`src/shared/pmic_pin_pkg.sv`:
```
// Constants shared by the control-pin logic and its output drivers.
`default_nettype none
package pmic_pin_pkg;
  // Bus and rail geometry.
  localparam int ADDR_W = 5;
  localparam int DATA_W = 8;
  localparam int NUM_RAILS = 4;
  localparam int NUM_GPO = 3;
  localparam int NUM_EVENTS = 5;

  // Register offsets.
  localparam logic [4:0] ADDR_MAP_A = 5'h00;
  localparam logic [4:0] ADDR_MAP_B = 5'h01;
  localparam logic [4:0] ADDR_PIN_CFG = 5'h02;
  localparam logic [4:0] ADDR_SLEEP_MAP = 5'h03;
  localparam logic [4:0] ADDR_SW_EN = 5'h04;
  localparam logic [4:0] ADDR_GPO_CFG = 5'h05;
  localparam logic [4:0] ADDR_GPO_OUT = 5'h06;
  localparam logic [4:0] ADDR_PG_MASK_A = 5'h07;
  localparam logic [4:0] ADDR_PG_STATUS = 5'h0A;
  localparam logic [4:0] ADDR_IRQ_STATUS = 5'h0B;
  localparam logic [4:0] ADDR_IRQ_MASK = 5'h0C;
  localparam logic [4:0] ADDR_RAIL_STATE = 5'h0D;
  localparam logic [4:0] ADDR_SLEEP_STATE = 5'h0E;
  localparam logic [4:0] ADDR_VSEL_NORM = 5'h10;
  localparam logic [4:0] ADDR_VSEL_SLEEP = 5'h18;

  // Field positions.
  localparam int PIN_CFG_SLEEP_BIT = 0;
  localparam int GPO_CFG_OD_LSB = 0;
  localparam int GPO_CFG_SW_LSB = 3;
  localparam int EV_A_RISE = 0;
  localparam int EV_A_FALL = 1;
  localparam int EV_B_RISE = 2;
  localparam int EV_B_FALL = 3;
  localparam int EV_PG_FAULT = 4;

  // Reset values.
  localparam logic [7:0] RST_MAP = 8'h00;
  localparam logic [7:0] RST_PIN_CFG = 8'h00;
  localparam logic [7:0] RST_GPO_CFG = 8'h07;
  localparam logic [7:0] RST_VSEL_NORM = 8'h40;
  localparam logic [7:0] RST_VSEL_SLEEP = 8'h20;
  localparam logic [7:0] RST_ZERO = 8'h00;
endpackage : pmic_pin_pkg
`default_nettype wire

```
`src/rtl/pmic_control_pin_logic.sv`:
```
// Control-pin logic: rail enables, sleep control, interrupt and GPOs.
// How it works
// - Enable pin high turns its rails on.
// - Combined pin low puts its group asleep.
// - Sleeping rails use their own sleep setting.
// - Interrupt line only pulled low or released.
// - Each GPO selects open-drain or push-pull.
// - Each GPO can show selected rails' power-good.
// - Each GPO can follow a software bit.
`timescale 1ns/1ps
`default_nettype none
module pmic_control_pin_logic
  import pmic_pin_pkg::*;
(
  input wire logic clk, // System clock, 100 MHz.
  input wire logic sys_rst, // Synchronous reset, active high.
  input wire logic ce, // Clock enable; all state holds while low.
  input wire logic [pmic_pin_pkg::ADDR_W-1:0] reg_addr, // Register address.
  input wire logic [pmic_pin_pkg::DATA_W-1:0] reg_wdata, // Write data.
  input wire logic reg_we, // Write strobe.
  input wire logic reg_re, // Read strobe.
  output logic [pmic_pin_pkg::DATA_W-1:0] reg_rdata, // Read data, next cycle.
  input wire logic rail_group_enable_in_a, // Active-high group enable pin.
  input wire logic rail_enable_or_sleep_in, // Enable or sleep pin.
  input wire logic [pmic_pin_pkg::NUM_RAILS-1:0] rail_pg, // Rail power-good.
  output logic [pmic_pin_pkg::NUM_RAILS-1:0] rail_enable, // Rail on.
  output logic [pmic_pin_pkg::NUM_RAILS-1:0] rail_sleep, // Rail in sleep.
  output logic [pmic_pin_pkg::NUM_RAILS*8-1:0] rail_vsel, // Voltage codes.
  output logic interrupt_out_n_o, // Interrupt pin output level.
  output logic interrupt_out_n_oe_n, // Interrupt pin enable, low drives.
  output logic general_out_a_o, // GPO a level.
  output logic general_out_a_oe_n, // GPO a enable, low drives.
  output logic general_out_b_o, // GPO b level.
  output logic general_out_b_oe_n, // GPO b enable, low drives.
  output logic general_out_c_o, // GPO c level.
  output logic general_out_c_oe_n // GPO c enable, low drives.
);
  // Configuration registers.
  logic [7:0] map_a_reg; // Rails switched by the group enable pin.
  logic [7:0] map_b_reg; // Rails switched by the combined pin.
  logic [7:0] pin_cfg_reg; // Combined pin mode.
  logic [7:0] sleep_map_reg; // Rails sent to sleep by the combined pin.
  logic [7:0] sw_en_reg; // Rails forced on by software.
  logic [7:0] gpo_cfg_reg; // Drive type and source per GPO.
  logic [7:0] gpo_out_reg; // Software levels for GPOs.
  logic [7:0] pg_mask_reg [NUM_GPO]; // Power-good rail sets per GPO.
  logic [7:0] irq_status_reg; // Sticky event flags.
  logic [7:0] irq_mask_reg; // Event enables.
  logic [7:0] vsel_norm_reg [NUM_RAILS]; // Normal voltage codes.
  logic [7:0] vsel_sleep_reg [NUM_RAILS]; // Sleep voltage codes.

  // Previous pin and power-good samples for event detection.
  logic pin_a_reg; // Last group enable pin level.
  logic pin_b_reg; // Last combined pin level.
  logic [NUM_RAILS-1:0] pg_reg; // Last power-good vector.

  // Derived signals.
  logic sleep_mode; // Combined pin acts as sleep control.
  logic [NUM_RAILS-1:0] rail_enable_next; // Next rail enable vector.
  logic [NUM_RAILS-1:0] rail_sleep_next; // Next rail sleep vector.
  logic [NUM_EVENTS-1:0] events; // Event pulses this cycle.
  logic [DATA_W-1:0] ev_set; // Event pulses at the status width.
  logic wr_irq_status; // Software clears status bits.
  logic [NUM_GPO-1:0] gpo_pin; // GPO levels.
  logic [NUM_GPO-1:0] gpo_oe_n; // GPO enables.

  // Select a rail set when a pin is active.
  function automatic logic [NUM_RAILS-1:0] gate_map(input logic [7:0] map,
                                                    input logic active);
    gate_map = active ? map[NUM_RAILS-1:0] : '0;
  endfunction : gate_map

  // Decode a write to one address.
  function automatic logic wr_hit(input logic we,
                                  input logic [ADDR_W-1:0] addr,
                                  input logic [ADDR_W-1:0] target);
    wr_hit = we && (addr == target);
  endfunction : wr_hit

  assign sleep_mode = pin_cfg_reg[PIN_CFG_SLEEP_BIT];
  assign wr_irq_status = wr_hit(reg_we, reg_addr, ADDR_IRQ_STATUS);
  assign ev_set = DATA_W'(events);

  // Rails follow their enable pins; the combined pin enables only
  // while it is not in sleep mode.
  always_comb
  begin
    rail_enable_next = gate_map(map_a_reg, rail_group_enable_in_a)
      | gate_map(map_b_reg, rail_enable_or_sleep_in && !sleep_mode)
      | sw_en_reg[NUM_RAILS-1:0];
    // A low combined pin in sleep mode puts its group to sleep.
    rail_sleep_next = gate_map(sleep_map_reg,
      sleep_mode && !rail_enable_or_sleep_in);
  end

  // Events: pin edges and loss of power-good on a running rail.
  always_comb
  begin
    events = '0;
    events[EV_A_RISE] = rail_group_enable_in_a && !pin_a_reg;
    events[EV_A_FALL] = !rail_group_enable_in_a && pin_a_reg;
    events[EV_B_RISE] = rail_enable_or_sleep_in && !pin_b_reg;
    events[EV_B_FALL] = !rail_enable_or_sleep_in && pin_b_reg;
    events[EV_PG_FAULT] = |(pg_reg & ~rail_pg & rail_enable);
  end

  // Register the rail controls and their voltage codes.
  always_ff @(posedge clk)
  begin
    if (sys_rst)
    begin
      rail_enable <= '0;
      rail_sleep <= '0;
      rail_vsel <= '0;
    end
    else if (ce)
    begin
      rail_enable <= rail_enable_next;
      rail_sleep <= rail_sleep_next;
      for (int i = 0; i < NUM_RAILS; i++)
      begin
        // Sleeping rails regulate to their sleep code.
        rail_vsel[i*8 +: 8] <= rail_sleep_next[i] ? vsel_sleep_reg[i]
          : vsel_norm_reg[i];
      end
    end
  end

  // Keep last samples for edge detection.
  // Reset loads the live pin levels, so no false edge follows reset.
  always_ff @(posedge clk)
  begin
    if (sys_rst)
    begin
      pin_a_reg <= rail_group_enable_in_a;
      pin_b_reg <= rail_enable_or_sleep_in;
      pg_reg <= '0;
    end
    else if (ce)
    begin
      pin_a_reg <= rail_group_enable_in_a;
      pin_b_reg <= rail_enable_or_sleep_in;
      pg_reg <= rail_pg;
    end
  end

  // Configuration register writes.
  always_ff @(posedge clk)
  begin
    if (sys_rst)
    begin
      map_a_reg <= RST_MAP;
      map_b_reg <= RST_MAP;
      pin_cfg_reg <= RST_PIN_CFG;
      sleep_map_reg <= RST_MAP;
      sw_en_reg <= RST_ZERO;
      gpo_cfg_reg <= RST_GPO_CFG;
      gpo_out_reg <= RST_ZERO;
      irq_mask_reg <= RST_ZERO;
      for (int i = 0; i < NUM_GPO; i++)
      begin
        pg_mask_reg[i] <= RST_ZERO;
      end
      for (int i = 0; i < NUM_RAILS; i++)
      begin
        vsel_norm_reg[i] <= RST_VSEL_NORM;
        vsel_sleep_reg[i] <= RST_VSEL_SLEEP;
      end
    end
    else if (ce && reg_we)
    begin
      case (reg_addr)
        ADDR_MAP_A: map_a_reg <= reg_wdata;
        ADDR_MAP_B: map_b_reg <= reg_wdata;
        ADDR_PIN_CFG: pin_cfg_reg <= reg_wdata;
        ADDR_SLEEP_MAP: sleep_map_reg <= reg_wdata;
        ADDR_SW_EN: sw_en_reg <= reg_wdata;
        ADDR_GPO_CFG: gpo_cfg_reg <= reg_wdata;
        ADDR_GPO_OUT: gpo_out_reg <= reg_wdata;
        ADDR_IRQ_MASK: irq_mask_reg <= reg_wdata;
        default:
        begin
          // Indexed registers; other addresses are ignored.
          for (int i = 0; i < NUM_GPO; i++)
          begin
            if (reg_addr == ADDR_PG_MASK_A + ADDR_W'(i))
            begin
              pg_mask_reg[i] <= reg_wdata;
            end
          end
          for (int i = 0; i < NUM_RAILS; i++)
          begin
            if (reg_addr == ADDR_VSEL_NORM + ADDR_W'(i))
            begin
              vsel_norm_reg[i] <= reg_wdata;
            end
            if (reg_addr == ADDR_VSEL_SLEEP + ADDR_W'(i))
            begin
              vsel_sleep_reg[i] <= reg_wdata;
            end
          end
        end
      endcase
    end
  end

  // Sticky status: writing one clears, a new event wins over the clear.
  always_ff @(posedge clk)
  begin
    if (sys_rst)
    begin
      irq_status_reg <= RST_ZERO;
    end
    else if (ce)
    begin
      for (int i = 0; i < DATA_W; i++)
      begin
        if (ev_set[i])
        begin
          irq_status_reg[i] <= 1'b1;
        end
        else if (wr_irq_status && reg_wdata[i])
        begin
          irq_status_reg[i] <= 1'b0;
        end
      end
    end
  end

  // Interrupt pin: pulled low while an unmasked flag is set, else released.
  always_ff @(posedge clk)
  begin
    if (sys_rst)
    begin
      interrupt_out_n_o <= 1'b0;
      interrupt_out_n_oe_n <= 1'b1;
    end
    else if (ce)
    begin
      interrupt_out_n_o <= 1'b0;
      interrupt_out_n_oe_n <= !(|(irq_status_reg & irq_mask_reg));
    end
  end

  // Read port: data one cycle after the strobe, unmapped reads zero.
  always_ff @(posedge clk)
  begin
    if (sys_rst)
    begin
      reg_rdata <= '0;
    end
    else if (ce)
    begin
      reg_rdata <= '0;
      if (reg_re)
      begin
        case (reg_addr)
          ADDR_MAP_A: reg_rdata <= map_a_reg;
          ADDR_MAP_B: reg_rdata <= map_b_reg;
          ADDR_PIN_CFG: reg_rdata <= pin_cfg_reg;
          ADDR_SLEEP_MAP: reg_rdata <= sleep_map_reg;
          ADDR_SW_EN: reg_rdata <= sw_en_reg;
          ADDR_GPO_CFG: reg_rdata <= gpo_cfg_reg;
          ADDR_GPO_OUT: reg_rdata <= gpo_out_reg;
          ADDR_PG_STATUS: reg_rdata <= DATA_W'(rail_pg);
          ADDR_IRQ_STATUS: reg_rdata <= irq_status_reg;
          ADDR_IRQ_MASK: reg_rdata <= irq_mask_reg;
          ADDR_RAIL_STATE: reg_rdata <= DATA_W'(rail_enable);
          ADDR_SLEEP_STATE: reg_rdata <= DATA_W'(rail_sleep);
          default:
          begin
            // Indexed registers.
            for (int i = 0; i < NUM_GPO; i++)
            begin
              if (reg_addr == ADDR_PG_MASK_A + ADDR_W'(i))
              begin
                reg_rdata <= pg_mask_reg[i];
              end
            end
            for (int i = 0; i < NUM_RAILS; i++)
            begin
              if (reg_addr == ADDR_VSEL_NORM + ADDR_W'(i))
              begin
                reg_rdata <= vsel_norm_reg[i];
              end
              if (reg_addr == ADDR_VSEL_SLEEP + ADDR_W'(i))
              begin
                reg_rdata <= vsel_sleep_reg[i];
              end
            end
          end
        endcase
      end
    end
  end

  // One driver per general-purpose output.
  for (genvar g = 0; g < NUM_GPO; g++)
  begin : gen_gpo
    gpo_drive u_gpo (
      .clk(clk),
      .sys_rst(sys_rst),
      .ce(ce),
      .rail_pg(rail_pg),
      .pg_mask(pg_mask_reg[g][NUM_RAILS-1:0]),
      .sw_mode(gpo_cfg_reg[GPO_CFG_SW_LSB + g]),
      .open_drain(gpo_cfg_reg[GPO_CFG_OD_LSB + g]),
      .sw_value(gpo_out_reg[g]),
      .pin_o(gpo_pin[g]),
      .pin_oe_n(gpo_oe_n[g])
    );
  end

  assign general_out_a_o = gpo_pin[0];
  assign general_out_a_oe_n = gpo_oe_n[0];
  assign general_out_b_o = gpo_pin[1];
  assign general_out_b_oe_n = gpo_oe_n[1];
  assign general_out_c_o = gpo_pin[2];
  assign general_out_c_oe_n = gpo_oe_n[2];
endmodule : pmic_control_pin_logic
`default_nettype wire

```
`src/rtl/gpo_drive.sv`:
```
// One general-purpose output pin driver with selectable source and drive.
`timescale 1ns/1ps
`default_nettype none
module gpo_drive
  import pmic_pin_pkg::*;
(
  input wire logic clk, // System clock.
  input wire logic sys_rst, // Synchronous reset, active high.
  input wire logic ce, // Clock enable; state holds while low.
  input wire logic [pmic_pin_pkg::NUM_RAILS-1:0] rail_pg, // Rail power-good.
  input wire logic [pmic_pin_pkg::NUM_RAILS-1:0] pg_mask, // Rails watched.
  input wire logic sw_mode, // High: follow sw_value.
  input wire logic open_drain, // High: open-drain, low: push-pull.
  input wire logic sw_value, // Register bit driven by software.
  output logic pin_o, // Pin output level.
  output logic pin_oe_n // Pin output enable, low while driving.
);
  // True only when every watched rail reports power good.
  function automatic logic all_good(input logic [NUM_RAILS-1:0] pg,
                                    input logic [NUM_RAILS-1:0] mask);
    all_good = &(pg | ~mask);
  endfunction : all_good

  logic level; // Logical level the pin should show.

  // Pick the level from power-good or from the register bit.
  always_comb
  begin
    if (sw_mode)
    begin
      level = sw_value;
    end
    else
    begin
      level = all_good(rail_pg, pg_mask);
    end
  end

  // Register the pin; open-drain releases the line for a high level.
  always_ff @(posedge clk)
  begin
    if (sys_rst)
    begin
      pin_o <= 1'b0;
      pin_oe_n <= 1'b1;
    end
    else if (ce)
    begin
      if (open_drain)
      begin
        pin_o <= 1'b0;
        pin_oe_n <= level;
      end
      else
      begin
        pin_o <= level;
        pin_oe_n <= 1'b0;
      end
    end
  end
endmodule : gpo_drive
`default_nettype wire

```
`config.mk`:
```
export PLATFORM = sky130hd
export DESIGN_NAME = pmic_control_pin_logic
export DESIGN_NICKNAME = d
export VERILOG_FILES = /design/src/shared/pmic_pin_pkg.sv /design/src/rtl/pmic_control_pin_logic.sv /design/src/rtl/gpo_drive.sv
export SDC_FILE = /design/constraint.sdc
export NUM_CORES = 1
export LEC_CHECK = 0
export BUFFER_PORTS_ARGS = -buffer_cell sky130_fd_sc_hd__buf_2
export CAP_MARGIN = 20
export CORE_ASPECT_RATIO = 1.5
export CORE_UTILIZATION = 45
export CTS_CLUSTER_DIAMETER = 50
export DETAILED_ROUTE_END_ITERATION = 16
export MAX_ROUTING_LAYER = met4
export PLACE_DENSITY = 0.7
export SLEW_MARGIN = 20
export SYNTH_ARGS = -nofsm -noshare
export SYNTH_HDL_FRONTEND = slang
export SYNTH_SLANG_ARGS = --single-unit
```
`constraint.sdc`:
```
create_clock -name clk -period 3.3 [get_ports clk]
set_input_delay 0.495 -clock clk [delete_from_list [all_inputs] [get_ports clk]]
set_output_delay 0.495 -clock clk [all_outputs]
set_load 0.03 [all_outputs]
```
; ---- Word-level counts from Yosys, hierarchy flattened
; Memory sizes are Yosys's and may differ from the RTL's.
; Cells that the tools add are included.
[classes]
eq_ne = 22
n_mux = 111
n_bitwise = 23
n_reduce_logical = 45
[ops]
columns = operator, n
row1 = $mux 8, 27
row2 = $pmux 8 s12, 1
row3 = $mux 1, 80
row4 = $eq 5x5->1 const B, 8
row5 = $eq 5x4->1 const B, 7
row6 = $reduce_and 2->1, 13
row7 = $eq 5x3->1 const B, 4
row8 = $or 4x4->4, 5
row9 = $not 4->4, 4
row10 = $reduce_or 8->1, 2
row11 = $logic_and 1x1->1, 13
row12 = $mux 4, 3
row13 = $reduce_and 4->1, 3
row14 = $reduce_bool 2->1, 6
row15 = $or 1x1->1, 11
row16 = $eq 5x2->1 const B, 2
row17 = $and 4x4->4, 2
row18 = $and 5x8->8, 1
row19 = $logic_not 1->1, 6
row20 = $eq 5x1->1 const B, 1
row21 = $logic_not 5->1, 1
row22 = $reduce_or 4->1, 1
[totals]
ff_bits = 130
mem_bits_rw = 88
input_bits = 24
output_inout_bits = 56
elab_cells = 231
n_memories = 3
[memory_table]
columns = name, words, word_bits, rd, rd_clocked_by_memory_dff, write_ports, line_no
row1 = vsel_norm_reg, 4, 8, 4, 0, 4, pmic_control_pin_logic.sv:49  ; logic [7:0] vsel_norm_reg [NUM_RAILS];
row2 = vsel_sleep_reg, 4, 8, 4, 0, 4, pmic_control_pin_logic.sv:50  ; logic [7:0] vsel_sleep_reg [NUM_RAILS];
row3 = pg_mask_reg, 3, 8, 3, 0, 3, pmic_control_pin_logic.sv:46  ; logic [7:0] pg_mask_reg [NUM_GPO];

; ---- Logic depth before layout (Yosys ltp)
; Gate-level depths: netlist of run 1.
[logic_depth]
ltp_word = 14
depth_mapped = 9
ltp_nobuf = 5

; ---- Cells and area by module
; A second synthesis of run 1 with hierarchy kept.
[hier_totals]
hier_cells = 1145
area_unflattened_um2 = 10975.5
[modules_own_cells]
columns = mod, n_inst, cells_per_inst, area_per_inst_um2, seq_area_each_um2
row1 = pmic_control_pin_logic, 1, 1088, 10532.6, 5144.9
row2 = gpo_drive, 3, 19, 147.6, 40.0

; ---- Worst setup path before layout of run 1
; Ideal clock, no wire load.
[synth_path]
path_type = in2reg
from = in reg_addr[1] in the netlist's numbering
to = mem vsel_norm_reg[1][0] (enable)
setup_time_ps = 375
arrival_time_ps = 1918
required_time_ps = 2925
setup_slack_ps = 1008
path_stages = 7
path_buffers = 4
path_cell_list = buf_6 -> buf_6 -> buf_6 -> buf_4 -> nor3_1 -> nand2_1 -> o21bai_1
[synth_rtl]
columns = element, line_no
row1 = start: declaration, pmic_control_pin_logic.sv:18  ; input wire logic [pmic_pin_pkg::ADDR_W-1:0] reg_addr,
row2 = end: declaration, pmic_control_pin_logic.sv:49

; ---- Worst setup path after layout of run 1
[layout_path]
from = in reg_addr[0] in the netlist's numbering
to = reg map_a_reg[5]
[layout_via]
elab_chain_cells = 2
[layout_rtl]
columns = element, line_no
row1 = $logic_not 5->1, pmic_control_pin_logic.sv:172  ; case (reg_addr)
row2 = $reduce_and 2->1 (no line), -
row3 = end signal: assignment, pmic_control_pin_logic.sv:173  ; ADDR_MAP_A: map_a_reg <= reg_wdata;
row4 = end: declaration, pmic_control_pin_logic.sv:39  ; logic [7:0] map_a_reg;
; Every way passes these cells.
; A chain may end at the register's enable or synchronous reset.

==> impl_metrics.env, run 1 <==
export IMPL_crit_fanout=27
export IMPL_synth_cell_types=87
export IMPL_synth_area_sq_mm=0.0109
export IMPL_drc=0
export IMPL_crit_path_start_kind="primary input"
export IMPL_clkSlewWorstSetupHoldPaths_ps=60
export IMPL_firstDrtPassIters=5
export IMPL_dieArea_sq_mm=0.0248
export IMPL_critical_path_arrival_ps=2800
export IMPL_finalSetupViolations=0
export IMPL_yosys_area_top_type="edfxtp_1"
export IMPL_synthSimpleGateAreaFrac_pct=24.4
export IMPL_max_freq_mhz=414
export IMPL_fin_setup_tns_ps=0
export IMPL_fillers=2268
export IMPL_synthXorXnorAreaFrac_pct=0
export IMPL_path_class="in -> reg"
export IMPL_final_nets=1225
export IMPL_fin_skew_ps=10.1
export IMPL_yosysTopAreaCellShare_pct=24.9
export IMPL_synth_edf_count=90
export IMPL_grt_overflow_total=0
export IMPL_leakage_nw=4.47
export IMPL_drt_antenna_violating_nets=0
export IMPL_rsz0062_at_grt="false"
export IMPL_diodes=0
export IMPL_synthArstFlopShare_pct=0
export IMPL_ys_top_cells_by_area="edfxtp_1 (25%), dfxtp_1 (24%), nand3_1 (4.3%)"
export IMPL_synth_compound_area_share_pct=17.2
export IMPL_whs_ps=240
export IMPL_num_vias=9652
export IMPL_chipWidth_um=129
export IMPL_ctsHoldBuffers=0
export IMPL_worstPathRequired_ps=3690
export IMPL_final_util_pct=52.2
export IMPL_crit_path_end_kind="flip-flop"
export IMPL_grt_pass1_wl_um=59600
export IMPL_final_cell_area_sq_mm=0.0124
export IMPL_detailed_place_hpwl_um=29900
export IMPL_numCtsBuffers=24
export IMPL_grt_usage_pct=34.5
export IMPL_cts_buffer_depth=3
export IMPL_cts_sinks=218
export IMPL_drv_slew=0
export IMPL_cts_root_buf="clkbuf_16"
export IMPL_status="completed"
export IMPL_vias_per_cell=6.28
export IMPL_portBuffers=78
export IMPL_fin_ws_ps=887
export IMPL_pre_cts_slack_ps=404
export IMPL_initial_utilization_pct=45.9
export IMPL_coreArea_sq_mm=0.0237
export IMPL_synth_most_common_cell="dfxtp_1"
export IMPL_drt_total_wl_um=40800
export IMPL_dpl_cell_area_sq_mm=0.0115
export IMPL_synth_warning_count=0
export IMPL_place_congestion=1.00
export IMPL_maxCapViolations=0
export IMPL_synth_top_family_by_area="simple AND/OR/NAND/NOR gates"
export IMPL_ys_seq_area_share_pct=48.5
export IMPL_period_share_pct=73.1
export IMPL_wire_per_inst_um=26.5
export IMPL_hold_class="in -> reg"
export IMPL_slew_headroom_pct=31.2
export IMPL_synthFlopType="dfxtp_1"
export IMPL_synth_area_per_cell_sq_um=9.42
export IMPL_io_pins=80
export IMPL_die_height_um=192
export IMPL_synth_net_count=1177
export IMPL_hold_viol_final=0
export IMPL_antenna_found_initial=0
export IMPL_synth_mux_area_share_pct=4.01
export IMPL_drt_iter0_drc=845
export IMPL_grt_max_degree=70
export IMPL_ys_top_cells_by_count="dfxtp_1 (128), nand2_1 (109), nand3_1 (94)"
export IMPL_synthAdderAreaFrac_pct=0
export IMPL_vdd_drop_max_mv=0.389
export IMPL_cts_tree="done"
export IMPL_drive_gt1_share_pct=16.5
export IMPL_cts_resized=0
export IMPL_power_density_mw_per_mm2=529
export IMPL_ys_ff_latch=218
export IMPL_grt_pass1_vias=9209
export IMPL_syn_inst=1153
export IMPL_floorplan_rows=69
export IMPL_post_route_min_period_ps=2410
export IMPL_h_tree_depth=1
export IMPL_tightest_slew_ps=1020
export IMPL_synthToLayoutAreaGrowth_pct=13.7
export IMPL_postCtsSetupBuffers=0
export IMPL_clk_latency_ps=530
## per-layer routing
layer	track usage [%]	part of all wire, %	up-vias
met5	-	0	-
met4	28.5	9.4	0
met3	3.44	5.4	162
met2	56.5	48	466
met1	38.0	37	4660
li1	-	-	4364
## metrics by stage
stage / instances / total power, W
detailed placement: 1494 / 0.00373
global route: 1538 / 0.00669
finish: 1538 / 0.00653
floorplan: 1153 / 0.00345
global placement: 1494 / 0.00373
CTS: 1538 / 0.00654
## worst max-delay path, stage by stage
cell and delay, ps:
buf_2 270, buf_12 260, nor3_2 810, nand3_1 580, mux2i_1 310, nor2_1 50
## power by group
group | internal (W) | switching, W | total (W)
logic | 0.000195 | 0.000493 | 0.000688
registers | 0.00291 | 0.0000877 | 0.00300
clock network | 0.00167 | 0.00117 | 0.00284
total | 0.00478 | 0.00175 | 0.00653
## final timing paths
| check | startpoint | end | slack, ps | cells past startpoint |
|---|---|---|---|---|
| worst max-delay path | reg_addr[0] | map_a_reg[5] | 890 | 6 |
| worst min-delay path | ce | rail_vsel[23] | 240 | 2 |
| worst max register to register | pg_mask_reg[0][3] | gen_gpo[0].u_gpo.pin_o | 1440 | 5 |
| worst min register to register | map_b_reg[5] | map_b_reg[5] | 460 | 2 |
## cell families after synthesis
family | count (synthesis)
compound gates | 264
buf+inv | 131
flops | 218
mux | 43
other cells | 1
simple gates | 496
## cells in the final DEF, fill, tap and decap left out, types with 5 or more instances in the layout
cell type    n
dfxtp_1    128
nand2_1    109
nand3_1     94
nor2_1      93
edfxtp_1    90
a21oi_1     76
buf_2       76
buf_4       50
mux2i_1     39
and2_1      37
a311oi_1    32
inv_1       26
clkbuf_16   26
o21ai_0     25
nor3_1      21
nand3b_1    20
and3_1      20
nand2b_1    18
nor4_1      17
nor2b_1     15
a211oi_1    12
o22ai_1     11
o31ai_1     11
a221oi_1    11
a32oi_1     10
a22oi_1      9
o211ai_1     8
a21o_1       7
o21bai_1     6
nand4b_1     5
## area by class of cell
| cell class | count | area (sq um) | share of cell area (%) |
|---|---|---|---|
| repair buffers | 127 | 776 | 6.28 |
| clock inverters | 15 | 160 | 1.30 |
| well taps | 319 | 399 | 3.23 |
| multi-input cells | 804 | 4960 | 40.2 |
| flip-flops and latches | 218 | 5270 | 42.6 |
| inverters | 26 | 97.6 | 0.790 |
| clock buffers | 29 | 692 | 5.60 |
(Power assumes the default switching activity.)
==> run 2, diff against run 1 <==
==> constraint.sdc (replaced) <==
create_clock -name clk -period 2.32 [get_ports clk]
set_input_delay 0.348 -clock clk [delete_from_list [all_inputs] [get_ports clk]]
set_output_delay 0.348 -clock clk [all_outputs]
set_load 0.03 [all_outputs]
==> impl_metrics.env, run 2 (synthesis gave the netlist of run 1 again) <==
export IMPL_leakage_nw=4.75
export IMPL_detailed_place_hpwl_um=29900
export IMPL_die_height_um=192
export IMPL_layout_common_cells="dfxtp_1 (128), nand2_1 (109), buf_4 (101)"
export IMPL_initial_utilization_pct=45.9
export IMPL_cpPeakStageDelay_ps=530
export IMPL_crit_path_end_kind="flip-flop"
export IMPL_clkSlewWorstSetupHoldPaths_ps=60
export IMPL_cts_root_buf="clkbuf_16"
export IMPL_grt_overflow_total=0
export IMPL_hold_class="in -> reg"
export IMPL_cts_tree="done"
export IMPL_cts_sinks=218
export IMPL_timing_rr_start="rail_enable[3]"
export IMPL_path_class="in -> reg"
export IMPL_layout_cells_most_common="dfxtp_1"
export IMPL_floorplan_rows=69
export IMPL_final_nets=1282
export IMPL_fillers=2277
export IMPL_drt_total_wl_um=40200
export IMPL_slew_headroom_pct=41.1
export IMPL_maxCapViolations=0
export IMPL_grt_pass1_vias=9324
export IMPL_vias_per_cell=6.18
export IMPL_numCtsBuffers=23
export IMPL_reg2reg_to="reg_rdata[3]"
export IMPL_dpl_cell_area_sq_mm=0.0120
export IMPL_hold_viol_final=0
export IMPL_place_congestion=1.04
export IMPL_wire_per_inst_um=25.2
export IMPL_num_vias=9846
export IMPL_coreArea_sq_mm=0.0237
export IMPL_drt_iter0_drc=1021
export IMPL_power_density_mw_per_mm2=713
export IMPL_antenna_found_initial=0
export IMPL_chipWidth_um=129
export IMPL_cts_resized=0
export IMPL_final_cell_area_sq_mm=0.0128
export IMPL_h_tree_depth=1
export IMPL_clk_latency_ps=530
export IMPL_whs_ps=126
export IMPL_rsz0062_at_grt="false"
export IMPL_fin_skew_ps=7.91
export IMPL_status="completed"
export IMPL_crit_path_start_kind="primary input"
export IMPL_critPathLaunch="reg_addr[2]"
export IMPL_portBuffers=78
export IMPL_vdd_drop_max_mv=0.609
export IMPL_hold_depth=1
export IMPL_drc=0
export IMPL_reg2reg_depth=6
export IMPL_grt_usage_pct=33.7
export IMPL_crit_chain="buf_2 -> buf_4 -> and2_4 -> a221o_1 -> nand3_1 -> a211oi_1 -> o31ai_1"
export IMPL_post_route_min_period_ps=1880
export IMPL_io_pins=80
export IMPL_tightest_slew_ps=878
export IMPL_cts_buffer_depth=3
export IMPL_drt_antenna_violating_nets=0
export IMPL_firstDrtPassIters=5
export IMPL_drv_slew=0
export IMPL_min_from="rail_enable_or_sleep_in"
export IMPL_hold_path_end="pin_b_reg"
export IMPL_synthToLayoutAreaGrowth_pct=17.9
export IMPL_slowest_stage="a221o_1"
export IMPL_worstPathRequired_ps=2720
export IMPL_finalSetupViolations=0
export IMPL_drive_gt1_share_pct=20.2
export IMPL_ctsHoldBuffers=0
export IMPL_grt_max_degree=72
export IMPL_diodes=0
export IMPL_grt_pass1_wl_um=58300
export IMPL_crit_fanout=11
export IMPL_period_share_pct=81.2
export IMPL_r2r_setup_slack_ps=630
export IMPL_postCtsSetupBuffers=0
export IMPL_max_freq_mhz=531
export IMPL_critical_path_arrival_ps=2280
export IMPL_dieArea_sq_mm=0.0248
run 2: cell count changes in the layout (fill, tap and decap cells not counted), sizes merged:
cell      before  now
inv           28   32
buf          127  185
clkinv        10    3
clkinvlp       1    2
run 2: worst max path at each step:
stage	end	slack, ps
after global placement	reg_rdata[5]	-40
after floorplan	vsel_norm_reg[1][0]	170
after detailed placement	reg_rdata[3]	-30
after CTS	reg_rdata[3]	500
final	reg_rdata[3]	440
after global routing	reg_rdata[3]	350
run 2: cell type report:
| cell class | instances | area, sq um | area share (%) |
|---|---|---|---|
| clock buffers | 29 | 638 | 4.98 |
| clock inverters | 13 | 149 | 1.16 |
| inverters | 26 | 97.6 | 0.762 |
| multi-input cells | 804 | 4960 | 38.7 |
| flip-flops and latches | 218 | 5270 | 41.1 |
| well taps | 319 | 399 | 3.12 |
| repair buffers | 185 | 1300 | 10.1 |
run 2: per-layer routing:
metal	global-route usage, %	vias to the layer above	share of wire, %
li1	-	4469	-
met1	35.6	4751	36
met2	57.0	442	49
met3	4.08	184	5.7
met4	26.3	0	9.0
met5	-	-	0
run 2: critical path: cells and delay by family:
| kind | cells | cell delay [ps] |
|---|---|---|
| buf+inv | 2 | 500 |
| compound gates | 3 | 1020 |
| simple gates | 2 | 400 |
run 2: power breakdown:
group | total (W) | internal, W | leakage (nW) | switching (W)
Sequential | 0.00426 | 0.00414 | 1.91 | 0.000121
Clock | 0.00382 | 0.00221 | 0.384 | 0.00161
Combinational | 0.00105 | 0.000341 | 2.46 | 0.000707
run 2: stage by stage:
stage	instances	total power, W	setup WS (ps)	TNS (ps)	utilization [%]
after floorplan	1153	0.00491	175	0	-
after global placement	1552	0.00537	-38.4	-234	50.8
after detailed placement	1552	0.00537	-27.9	-54.1	50.8
after CTS	1594	0.00913	499	0	54.2
after global routing	1594	0.00937	352	0	54.2
final	1594	0.00913	437	0	54.2
